`src/vss_pkg.sv`:
```
// Purpose: shared constants for the oscillator subsystem register bank
// Assumes: one clock, synchronous active-low reset
// Notes: forwarding word layout, subsystem map, host register map
package vss_pkg;

  // ==========================================================
  // main serial port and forwarding word
  // ==========================================================
  localparam int MAIN_ADDR_W = 6;
  localparam int MAIN_DATA_W = 24;
  localparam logic [5:0] FWD_REG_ADDR = 6'h05;
  localparam int ID_LSB = 0;
  localparam int ID_W = 3;
  localparam int SUBADDR_LSB = 3;
  localparam int SUBADDR_W = 4;
  localparam int DATA_LSB = 7;
  localparam int DATA_W = 9;
  localparam logic [2:0] SUBSYS_ID = 3'h0;

  // ==========================================================
  // subsystem register addresses
  // ==========================================================
  localparam int NUM_REGS = 7;
  localparam logic [3:0] REG_TUNING = 4'h0;
  localparam logic [3:0] REG_ENABLES = 4'h1;
  localparam logic [3:0] REG_DIVIDE = 4'h2;
  localparam logic [3:0] REG_CONFIG = 4'h3;
  localparam logic [3:0] REG_BIAS = 4'h4;
  localparam logic [3:0] REG_CALFREQ = 4'h5;
  localparam logic [3:0] REG_MSBCAL = 4'h6;

  // ==========================================================
  // reset values
  // ==========================================================
  localparam logic [8:0] RST_TUNING = 9'h020;
  localparam logic [8:0] RST_ENABLES = 9'h01F;
  localparam logic [8:0] RST_DIVIDE = 9'h0C1;
  localparam logic [8:0] RST_CONFIG = 9'h051;
  localparam logic [8:0] RST_BIAS = 9'h0C9;
  localparam logic [8:0] RST_CALFREQ = 9'h0AA;
  localparam logic [8:0] RST_MSBCAL = 9'h0FF;

  // ==========================================================
  // field positions
  // ==========================================================
  localparam int CAL_BIT = 0;
  localparam int SUBBAND_LSB = 1;
  localparam int SUBBAND_W = 8;
  localparam int MASTER_BIT = 0;
  localparam int PLLBUF_BIT = 1;
  localparam int RFBUF_BIT = 2;
  localparam int DIV1_BIT = 3;
  localparam int RFDIV_BIT = 4;
  localparam int RATIO_LSB = 0;
  localparam int RATIO_W = 6;
  localparam int RF_GAIN_LSB = 6;
  localparam int DIV_GAIN_BIT = 8;
  localparam int FUND_BIT = 0;
  localparam int MANUAL_BIT = 2;
  localparam int RFBIAS_LSB = 3;
  localparam int OSC_BIAS_LSB = 0;
  localparam int OSC_BIAS_W = 3;
  localparam int PLLB_BIAS_LSB = 3;
  localparam int LIM_BIAS_LSB = 5;
  localparam int PRESET_CAL_LSB = 7;
  localparam int CF_LOW_LSB = 0;
  localparam int CF_MID_LOW_LSB = 2;
  localparam int CF_MID_HIGH_LSB = 4;
  localparam int CF_HIGH_LSB = 6;
  localparam int MSB_FIELDS_W = 8;
  localparam logic [5:0] RATIO_MUTE = 6'h00;
  localparam logic [5:0] RATIO_ONE = 6'h01;
  localparam logic [5:0] RATIO_MAX = 6'h3E;

  // ==========================================================
  // host register map (AXI4-Lite)
  // ==========================================================
  localparam logic [31:0] HOST_SUBADDR_OFF = 32'h0000_0000;
  localparam logic [31:0] HOST_DATA_OFF = 32'h0000_0004;
  localparam logic [31:0] HOST_COUNT_OFF = 32'h0000_0008;
  localparam logic [1:0] RESP_OKAY = 2'h0;
  localparam logic [1:0] RESP_SLVERR = 2'h2;
  localparam logic [1:0] DATA_STRB = 2'h3;

  function automatic logic [23:0] pack_fwd(input logic [3:0] sub,
                                           input logic [8:0] data);
    logic [23:0] w;
    w = 24'h000000;
    w[ID_LSB +: ID_W] = SUBSYS_ID;
    w[SUBADDR_LSB +: SUBADDR_W] = sub;
    w[DATA_LSB +: DATA_W] = data;
    return w;
  endfunction

endpackage

```
`src/vss_link_if.sv`:
```
// Purpose: main serial port register write path between host and device
// Assumes: wr_en is a one-cycle pulse on aclk
// Notes: no readback of subsystem registers exists
interface vss_link_if;
  logic wr_en;
  logic [5:0] wr_addr;
  logic [23:0] wr_data;

  modport host (
    output wr_en,
    output wr_addr,
    output wr_data
  );

  modport dev (
    input wr_en,
    input wr_addr,
    input wr_data
  );
endinterface

```
`src/vss_dev.sv`:
```
// Purpose: oscillator subsystem write-only register bank and control decode
// Assumes: host keeps forwarding word layout and subsystem id zero
// Notes: outputs load one edge after the register that steers them
// Operation
// RQ1 - subsystem written only through forwarding register
// RQ2 - id, address, data packed at fixed positions
// RQ3 - subsystem id zero selects oscillator bank
// RQ4 - cal bit swaps tune for compensated voltage
// RQ5 - eight-bit sub-band, default sixteen
// RQ6 - master enable gates all, overrides auto
// RQ7 - manual enables for four blocks, default one
// RQ8 - divide ratio: zero mute, one direct, even N
// RQ9 - odd ratio rounds down, above 62 clamps
// RQ10 - auto mode enables follow divide ratio
// RQ11 - manual mode ignores divide ratio lsb
// RQ12 - two-bit RF output buffer gain, default 3
// RQ13 - divider stage gain bit, software picks by ratio
// RQ14 - config bit zero selects fundamental or doubler
// RQ15 - config bit two selects auto or manual
// RQ16 - software sets RF buffer bias by band
// RQ17 - software writes fixed bias and cal presets
// RQ18 - write-only, whole nine bits replaced each write
//
// The AXI4-Lite register port was chosen for this implementation.
module vss_dev (
  input wire logic aclk,
  input wire logic aresetn,
  input wire logic ce,
  vss_link_if.dev link,
  output logic cal_voltage_sel,
  output logic [7:0] oscillator_subband_select,
  output logic subsystem_en,
  output logic pll_buf_en,
  output logic rf_buf_en,
  output logic div1_en,
  output logic rf_div_en,
  output logic output_mute,
  output logic [5:0] div_ratio,
  output logic [1:0] rf_out_gain,
  output logic div_out_gain,
  output logic fundamental_mode,
  output logic manual_output_enable_mode,
  output logic [1:0] rf_buf_bias,
  output logic [2:0] osc_bias,
  output logic [1:0] pll_buf_bias,
  output logic [1:0] fundamental_limiter_bias,
  output logic [1:0] preset_cal,
  output logic [1:0] cal_freq_low,
  output logic [1:0] cal_freq_mid_low,
  output logic [1:0] cal_freq_mid_high,
  output logic [1:0] cal_freq_high,
  output logic [7:0] msb_cal
);

  // ==========================================================
  // functions
  // ==========================================================
  function automatic logic [8:0] reset_value(input int idx);
    logic [8:0] v;
    v = vss_pkg::RST_TUNING;
    unique case (idx)
      1: v = vss_pkg::RST_ENABLES;
      2: v = vss_pkg::RST_DIVIDE;
      3: v = vss_pkg::RST_CONFIG;
      4: v = vss_pkg::RST_BIAS;
      5: v = vss_pkg::RST_CALFREQ;
      6: v = vss_pkg::RST_MSBCAL;
      default: v = vss_pkg::RST_TUNING;
    endcase
    return v;
  endfunction

  // manual mode drops the lsb, so only even ratios or mute remain
  function automatic logic [5:0] eff_ratio(input logic [5:0] r,
                                           input logic manual);
    logic [5:0] v;
    v = r;
    if (manual) begin
      v = {r[5:1], 1'b0}; // see RQ11
    end else if (r > vss_pkg::RATIO_MAX) begin
      v = vss_pkg::RATIO_MAX; // see RQ9
    end else if (r > vss_pkg::RATIO_ONE && r[0]) begin
      v = {r[5:1], 1'b0}; // see RQ9
    end
    return v;
  endfunction

  // ==========================================================
  // forwarding decode
  // ==========================================================
  logic [8:0] regs [vss_pkg::NUM_REGS];

  wire fwd_hit;
  wire id_match;
  wire [3:0] sub_addr;
  wire [8:0] sub_data;
  wire addr_ok;
  wire reg_we;

  assign fwd_hit = link.wr_en &&
                   (link.wr_addr == vss_pkg::FWD_REG_ADDR); // see RQ1
  assign id_match = link.wr_data[vss_pkg::ID_LSB +: vss_pkg::ID_W] ==
                    vss_pkg::SUBSYS_ID; // see RQ3
  assign sub_addr =
    link.wr_data[vss_pkg::SUBADDR_LSB +: vss_pkg::SUBADDR_W]; // see RQ2
  assign sub_data =
    link.wr_data[vss_pkg::DATA_LSB +: vss_pkg::DATA_W]; // see RQ2
  assign addr_ok = sub_addr <= vss_pkg::REG_MSBCAL;
  assign reg_we = fwd_hit && id_match && addr_ok;

  // whole word replaced, no read path back to the host
  always_ff @(posedge aclk) begin
    if (!aresetn) begin
      for (int i = 0; i < vss_pkg::NUM_REGS; i++) begin
        regs[i] <= reset_value(i);
      end
    end else if (ce && reg_we) begin
      regs[sub_addr[2:0]] <= sub_data; // see RQ18
    end
  end

  // ==========================================================
  // field views
  // ==========================================================
  wire [8:0] r_tune;
  wire [8:0] r_en;
  wire [8:0] r_div;
  wire [8:0] r_cfg;
  wire [8:0] r_bias;
  wire [8:0] r_cf;
  wire [8:0] r_msb;
  wire master;
  wire manual;
  wire [5:0] ratio;

  assign r_tune = regs[vss_pkg::REG_TUNING[2:0]];
  assign r_en = regs[vss_pkg::REG_ENABLES[2:0]];
  assign r_div = regs[vss_pkg::REG_DIVIDE[2:0]];
  assign r_cfg = regs[vss_pkg::REG_CONFIG[2:0]];
  assign r_bias = regs[vss_pkg::REG_BIAS[2:0]];
  assign r_cf = regs[vss_pkg::REG_CALFREQ[2:0]];
  assign r_msb = regs[vss_pkg::REG_MSBCAL[2:0]];
  assign master = r_en[vss_pkg::MASTER_BIT];
  assign manual = r_cfg[vss_pkg::MANUAL_BIT]; // see RQ15
  assign ratio = eff_ratio(r_div[vss_pkg::RATIO_LSB +: vss_pkg::RATIO_W],
                           manual); // see RQ8

  // ==========================================================
  // enable decode
  // ==========================================================
  wire auto_mute;
  wire auto_direct;
  wire auto_divided;
  wire next_pll_buf_en;
  wire next_rf_buf_en;
  wire next_div1_en;
  wire next_rf_div_en;

  assign auto_mute = ratio == vss_pkg::RATIO_MUTE;
  assign auto_direct = ratio == vss_pkg::RATIO_ONE;
  assign auto_divided = !auto_mute && !auto_direct;

  // auto mode: pll buffer stays on, rf stages follow ratio
  assign next_pll_buf_en = master &&
    (manual ? r_en[vss_pkg::PLLBUF_BIT] : 1'b1); // see RQ6 RQ7 RQ8
  assign next_rf_buf_en = master &&
    (manual ? r_en[vss_pkg::RFBUF_BIT] : !auto_mute); // see RQ10 RQ7
  assign next_div1_en = master &&
    (manual ? r_en[vss_pkg::DIV1_BIT] : auto_direct); // see RQ10 RQ7
  assign next_rf_div_en = master &&
    (manual ? r_en[vss_pkg::RFDIV_BIT] : auto_divided); // see RQ10 RQ7

  // ==========================================================
  // output flops
  // ==========================================================
  // outputs stay off with output_mute set during reset; defaults show one edge after release
  always_ff @(posedge aclk) begin
    if (!aresetn) begin
      cal_voltage_sel <= 1'b0;
      oscillator_subband_select <= 8'h00;
      subsystem_en <= 1'b0;
      pll_buf_en <= 1'b0;
      rf_buf_en <= 1'b0;
      div1_en <= 1'b0;
      rf_div_en <= 1'b0;
      output_mute <= 1'b1;
      div_ratio <= 6'h00;
      rf_out_gain <= 2'h0;
      div_out_gain <= 1'b0;
      fundamental_mode <= 1'b0;
      manual_output_enable_mode <= 1'b0;
      rf_buf_bias <= 2'h0;
      osc_bias <= 3'h0;
      pll_buf_bias <= 2'h0;
      fundamental_limiter_bias <= 2'h0;
      preset_cal <= 2'h0;
      cal_freq_low <= 2'h0;
      cal_freq_mid_low <= 2'h0;
      cal_freq_mid_high <= 2'h0;
      cal_freq_high <= 2'h0;
      msb_cal <= 8'h00;
    end else if (ce) begin
      cal_voltage_sel <= r_tune[vss_pkg::CAL_BIT]; // see RQ4
      oscillator_subband_select <=
        r_tune[vss_pkg::SUBBAND_LSB +: vss_pkg::SUBBAND_W]; // see RQ5
      subsystem_en <= master; // see RQ6
      pll_buf_en <= next_pll_buf_en;
      rf_buf_en <= next_rf_buf_en;
      div1_en <= next_div1_en;
      rf_div_en <= next_rf_div_en;
      output_mute <= !next_rf_buf_en; // see RQ8
      div_ratio <= ratio; // see RQ9
      rf_out_gain <= r_div[vss_pkg::RF_GAIN_LSB +: 2]; // see RQ12
      div_out_gain <= r_div[vss_pkg::DIV_GAIN_BIT]; // see RQ13
      fundamental_mode <= r_cfg[vss_pkg::FUND_BIT]; // see RQ14
      manual_output_enable_mode <= manual; // see RQ15
      rf_buf_bias <= r_cfg[vss_pkg::RFBIAS_LSB +: 2];
      osc_bias <= r_bias[vss_pkg::OSC_BIAS_LSB +: vss_pkg::OSC_BIAS_W];
      pll_buf_bias <= r_bias[vss_pkg::PLLB_BIAS_LSB +: 2];
      fundamental_limiter_bias <= r_bias[vss_pkg::LIM_BIAS_LSB +: 2];
      preset_cal <= r_bias[vss_pkg::PRESET_CAL_LSB +: 2];
      cal_freq_low <= r_cf[vss_pkg::CF_LOW_LSB +: 2];
      cal_freq_mid_low <= r_cf[vss_pkg::CF_MID_LOW_LSB +: 2];
      cal_freq_mid_high <= r_cf[vss_pkg::CF_MID_HIGH_LSB +: 2];
      cal_freq_high <= r_cf[vss_pkg::CF_HIGH_LSB +: 2];
      msb_cal <= r_msb[vss_pkg::MSB_FIELDS_W-1:0];
    end
  end

endmodule

```
`src/flat_wrapper.sv`:
```
// flat-port wrapper written by rule: the top's interface ports become plain ports
module vss_dev_flat 
  (aclk, aresetn, ce, cal_voltage_sel, oscillator_subband_select, subsystem_en, pll_buf_en, rf_buf_en, div1_en, rf_div_en, output_mute, div_ratio, rf_out_gain, div_out_gain, fundamental_mode, manual_output_enable_mode, rf_buf_bias, osc_bias, pll_buf_bias, fundamental_limiter_bias, preset_cal, cal_freq_low, cal_freq_mid_low, cal_freq_mid_high, cal_freq_high, msb_cal, link_wr_en, link_wr_addr, link_wr_data);
  vss_link_if link_i ();
  input wire logic aclk;
  input wire logic aresetn;
  input wire logic ce;
  output logic cal_voltage_sel;
  output logic [7:0] oscillator_subband_select;
  output logic subsystem_en;
  output logic pll_buf_en;
  output logic rf_buf_en;
  output logic div1_en;
  output logic rf_div_en;
  output logic output_mute;
  output logic [5:0] div_ratio;
  output logic [1:0] rf_out_gain;
  output logic div_out_gain;
  output logic fundamental_mode;
  output logic manual_output_enable_mode;
  output logic [1:0] rf_buf_bias;
  output logic [2:0] osc_bias;
  output logic [1:0] pll_buf_bias;
  output logic [1:0] fundamental_limiter_bias;
  output logic [1:0] preset_cal;
  output logic [1:0] cal_freq_low;
  output logic [1:0] cal_freq_mid_low;
  output logic [1:0] cal_freq_mid_high;
  output logic [1:0] cal_freq_high;
  output logic [7:0] msb_cal;
  input wire logic [$bits(link_i.wr_en)-1:0] link_wr_en;
  input wire logic [$bits(link_i.wr_addr)-1:0] link_wr_addr;
  input wire logic [$bits(link_i.wr_data)-1:0] link_wr_data;
  assign link_i.wr_en = link_wr_en;
  assign link_i.wr_addr = link_wr_addr;
  assign link_i.wr_data = link_wr_data;
  vss_dev u_core (.aclk(aclk), .aresetn(aresetn), .ce(ce), .link(link_i), .cal_voltage_sel(cal_voltage_sel), .oscillator_subband_select(oscillator_subband_select), .subsystem_en(subsystem_en), .pll_buf_en(pll_buf_en), .rf_buf_en(rf_buf_en), .div1_en(div1_en), .rf_div_en(rf_div_en), .output_mute(output_mute), .div_ratio(div_ratio), .rf_out_gain(rf_out_gain), .div_out_gain(div_out_gain), .fundamental_mode(fundamental_mode), .manual_output_enable_mode(manual_output_enable_mode), .rf_buf_bias(rf_buf_bias), .osc_bias(osc_bias), .pll_buf_bias(pll_buf_bias), .fundamental_limiter_bias(fundamental_limiter_bias), .preset_cal(preset_cal), .cal_freq_low(cal_freq_low), .cal_freq_mid_low(cal_freq_mid_low), .cal_freq_mid_high(cal_freq_mid_high), .cal_freq_high(cal_freq_high), .msb_cal(msb_cal));
endmodule
```
`config.mk`:
```
export PLATFORM = sky130hd
export DESIGN_NAME = vss_dev_flat
export DESIGN_NICKNAME = d
export VERILOG_FILES = /design/src/vss_pkg.sv /design/src/vss_link_if.sv /design/src/vss_dev.sv /design/src/flat_wrapper.sv
export SDC_FILE = /design/constraint.sdc
export NUM_CORES = 1
export LEC_CHECK = 0
export BUFFER_PORTS_ARGS = -buffer_cell sky130_fd_sc_hd__buf_2
export CORE_MARGIN = 4
export CORE_UTILIZATION = 55
export CTS_CLUSTER_SIZE = 8
export DETAILED_ROUTE_END_ITERATION = 6
export HOLD_SLACK_MARGIN = 0.1
export PLACE_DENSITY = 0.91
export SYNTH_ARGS = -nofsm -noshare
export SYNTH_HDL_FRONTEND = slang
export SYNTH_SLANG_ARGS = --single-unit
```
`constraint.sdc`:
```
create_clock -name aclk -period 7.1 [get_ports aclk]
set_clock_uncertainty 0.15 [all_clocks]
set_input_delay 1.065 -clock aclk [delete_from_list [all_inputs] [get_ports aclk]]
set_output_delay 1.065 -clock aclk [all_outputs]
set_load 0.005 [all_outputs]
```
==> flow_summary_export.csv <==
group,metric,value,unit
run_status,outcome,"complete, no violations",
synthesis,synth_edf_count,44,
worst_setup_path,cpLargestDelayFamily,"simple AND/OR/NAND/NOR gates",
synthesis,yosysSeqAreaShare,62.14,%
clocking,cts_made_buffers,9,
worst_setup_path,startpoint,"ce",
floorplan,die_h,94.25,µm
floorplan,num_io_pins,87,
clocking,path_clk_slew,0.09,ns
synthesis,syn-instance-count,345,
clocking,cts_tree,"yes",
sta,finalMaxSlewViolations,0,
synthesis,ys_ff_latch,105,
clocking,clkLatencyLatePin,0.37,ns
flow_run,cap_violations,0,
worst_setup_path,critPathMaxFanout,58,
sta,finalCritPeriodShare,59.22,%
synthesis,synth_ff_type,"dfxtp_1",
sta,relSlewSlack,16.49,%
cells_and_area,seqCellArea,2542,µm²
clocking,cts_resized,0,
synthesis,synth_warnings,0,
worst_setup_path,crit_arrival,4.04,ns
min_path,hold_path.class,"flop to flop",
placement,place_congestion,0.8590,
floorplan,dieWidth,94.25,µm
drt,wirelength,8659,µm
worst_setup_path,rrSetupSlack,5.25,ns
global_routing,grt_overflow,0,
worst_setup_path,r2r-end,"u_core.rf_buf_en",
clocking,holdBufCountCts,0,
drt,dr.pass1.iters,4,
synthesis,avgSynthCellArea,11.86,µm²
worst_setup_path,setup.worst_path.end_class,"flop",
drt,viasPerCell,5.458,
floorplan,rows,31,
worst_setup_path,worst_path_largest_cell_delay,1.09,ns
worst_setup_path,reg2regPathDepth,3,
clocking,cts_buffer_depth,2,
cells_and_area,post-route-util,65.09,%
floorplan,initial_core_util,56.41,%
cells_and_area,nFillCells,542,
drt,wl_per_cell,16.65,µm
power_and_ir_drop,power_leakage,2.025,nW
sta,hold_slack,0.3279,ns
floorplan,die_area,8883,µm²
clocking,clock-sinks,105,
synthesis,post_synth_instance_area,4091,µm²
global_routing,grt_max_degree,68,
sta,grt_setup_unrepaired,"no",
worst_setup_path,cp.buffers_inverters,2,
worst_setup_path,setup.worst_path.class,"primary input to flop",
global_routing,antenna_found_initial,0,
worst_setup_path,worstSetupStartpointType,"primary input",
sta,max_freq,0.2378,GHz
synthesis,synthArstFlopShare,0,%
worst_setup_path,crit_cells,5,
worst_setup_path,crit_path_end,"u_core.regs[5][4]",
cells_and_area,final_cell_mix,"buf_2, nor2_1, dfxtp_1",
cells_and_area,multi_input_area,1443,µm²
global_routing,grt_util_all_layers,20.39,%
drt,drc,0,
power_and_ir_drop,p_per_area,234.3,nW/µm²
power_and_ir_drop,peakVddDrop,110.4,µV
sta,min_period,4.205,ns
placement,numPortBuffers,78,
global_routing,grt_pass1_vias,2677,
synthesis,synth_cell_types,37,
sta,fin_setup_tns,0,ns
drt,drt_iter0_drc,266,
drt,ant_nets,0,
cells_and_area,final_common_cell,"buf_2",
floorplan,core,7253,µm²
clocking,cts-htree-levels,3,
sta,final-hold-violation-count,0,
clocking,cts_root_buffer,"clkbuf_8",
worst_setup_path,crit-reg2reg-launch,"u_core.regs[3][2]",
worst_setup_path,cp_cell_sequence,"buf_2 -> buf_4 -> nand4bb_1 -> or3_1 -> o31ai_1",
sta,setup_violations,0,
global_routing,grt_pass1_wl,13530,µm
cells_and_area,nNetsFinal,450,
cells_and_area,drive_gt1_share,24.70,%
cells_and_area,diodes,0,
placement,place_hpwl,5910,µm
worst_setup_path,slowest_stage,"o31ai_1",
worst_setup_path,required,6.94,ns
clocking,cts_setup_buffers,0,
cells_and_area,syn_to_final_growth,15.38,%
synthesis,syn_nets,379,
sta,worst_pin_slew,1.240,ns
drt,vias,2838,
[synthesized netlist by cell type (2+ instances only)]
master / instances / area share (%)
clkbuf_1: 13 / 1.2
nor2_1: 63 / 5.8
a21oi_1: 5 / 0.61
mux2i_1: 54 / 13
or4_1: 7 / 1.3
and2_1: 16 / 2.4
o21ai_0: 3 / 0.37
edfxtp_1: 44 / 32
or3_1: 5 / 0.76
and3_1: 9 / 1.4
nand3_1: 4 / 0.49
o31ai_1: 3 / 0.55
nor3_1: 4 / 0.49
nor4_1: 3 / 0.46
dfxtp_1: 61 / 30
nor2b_1: 2 / 0.31
inv_1: 4 / 0.37
nand2_1: 6 / 0.55
buf_6: 2 / 0.55
nand2b_1: 8 / 1.2
nand3b_1: 6 / 1.1
buf_1: 6 / 0.55
nand4bb_1: 2 / 0.55
o41ai_1: 2 / 0.43
[flip-flops by register name, summed over array words and instances, names as in the netlist, 2 cells and up]
register / cells
u_core.div_ratio: 6
u_core.preset_cal: 2
u_core.osc_bias: 3
u_core.fundamental_limiter_bias: 2
u_core.pll_buf_bias: 2
u_core.rf_buf_bias: 2
u_core.oscillator_subband_select: 8
u_core.msb_cal: 8
u_core.cal_freq_mid_low: 2
u_core.rf_out_gain: 2
u_core.cal_freq_high: 2
u_core.cal_freq_low: 2
u_core.regs: 52
u_core.cal_freq_mid_high: 2
[where the power goes]
part           switching (mW)  leakage, nW  internal [mW]
clock network           0.201       0.0946          0.140
logic                  0.0538        0.999         0.0392
registers              0.0140        0.932          0.657
[logic make-up after synthesis]
group,count (synthesis),synth area share [%]
muxes,54,13.21
DFF,105,62.14
buffers and inverters,26,2.783
AOI/OAI and AO/OA,17,2.813
and+or+nand+nor,143,19.05
[through the flow]
step / cell area, µm² / setup slack (ns) / power (mW) / instances
after floorplan: 4091 / 3.148 / 0.7352 / 345
after global placement: 4537 / 2.614 / 0.7732 / 503
after detailed placement: 4537 / 2.551 / 0.7786 / 503
after CTS: 4716 / 2.943 / 1.110 / 519
after global routing: 4721 / 2.755 / 1.148 / 520
final: 4721 / 2.895 / 1.106 / 520
[how the worst min path moves through the flow]
stage	start	endpoint	depth (start not counted)	slack, ns
2_1_floorplan	u_core.regs[5][1]	u_core.cal_freq_low[1]	2	0.31
3_3_place_gp	u_core.pll_buf_en	u_core.pll_buf_en	2	0.31
3_5_place_dp	u_core.regs[4][0]	u_core.osc_bias[0]	2	0.32
4_1_cts	u_core.pll_buf_en	u_core.pll_buf_en	2	0.34
5_1_grt	u_core.subsystem_en	u_core.subsystem_en	2	0.36
6_report	u_core.subsystem_en	u_core.subsystem_en	2	0.33
[worst reg2reg max path, delay by kind of cell (launching register included)]
family | cells | cell delay (ns)
AO/OA/AOI/OAI | 1 | 0.25
flip-flops | 1 | 0.49
AND/OR/NAND/NOR | 2 | 0.86
[layout make-up]
type                            count  area share [%]
Timing Repair Buffer               82           8.852
Tap cell                           99           2.624
Clock inverter                      5          0.7951
Multi-Input combinational cell    214           30.56
Inverter                            4          0.3180
Clock buffer                       11           2.995
Sequential cell                   105           53.86
[per-layer routing]
layer  vias up  track usage [%]  wire length, µm
li1       1365                -                -
met1      1327            25.99             3489
met2       124            32.98             4277
met3        22            3.926              690
met4         0            10.35              202
met5         -                0                0
No activity file was read; power rests on OpenSTA's default activity.
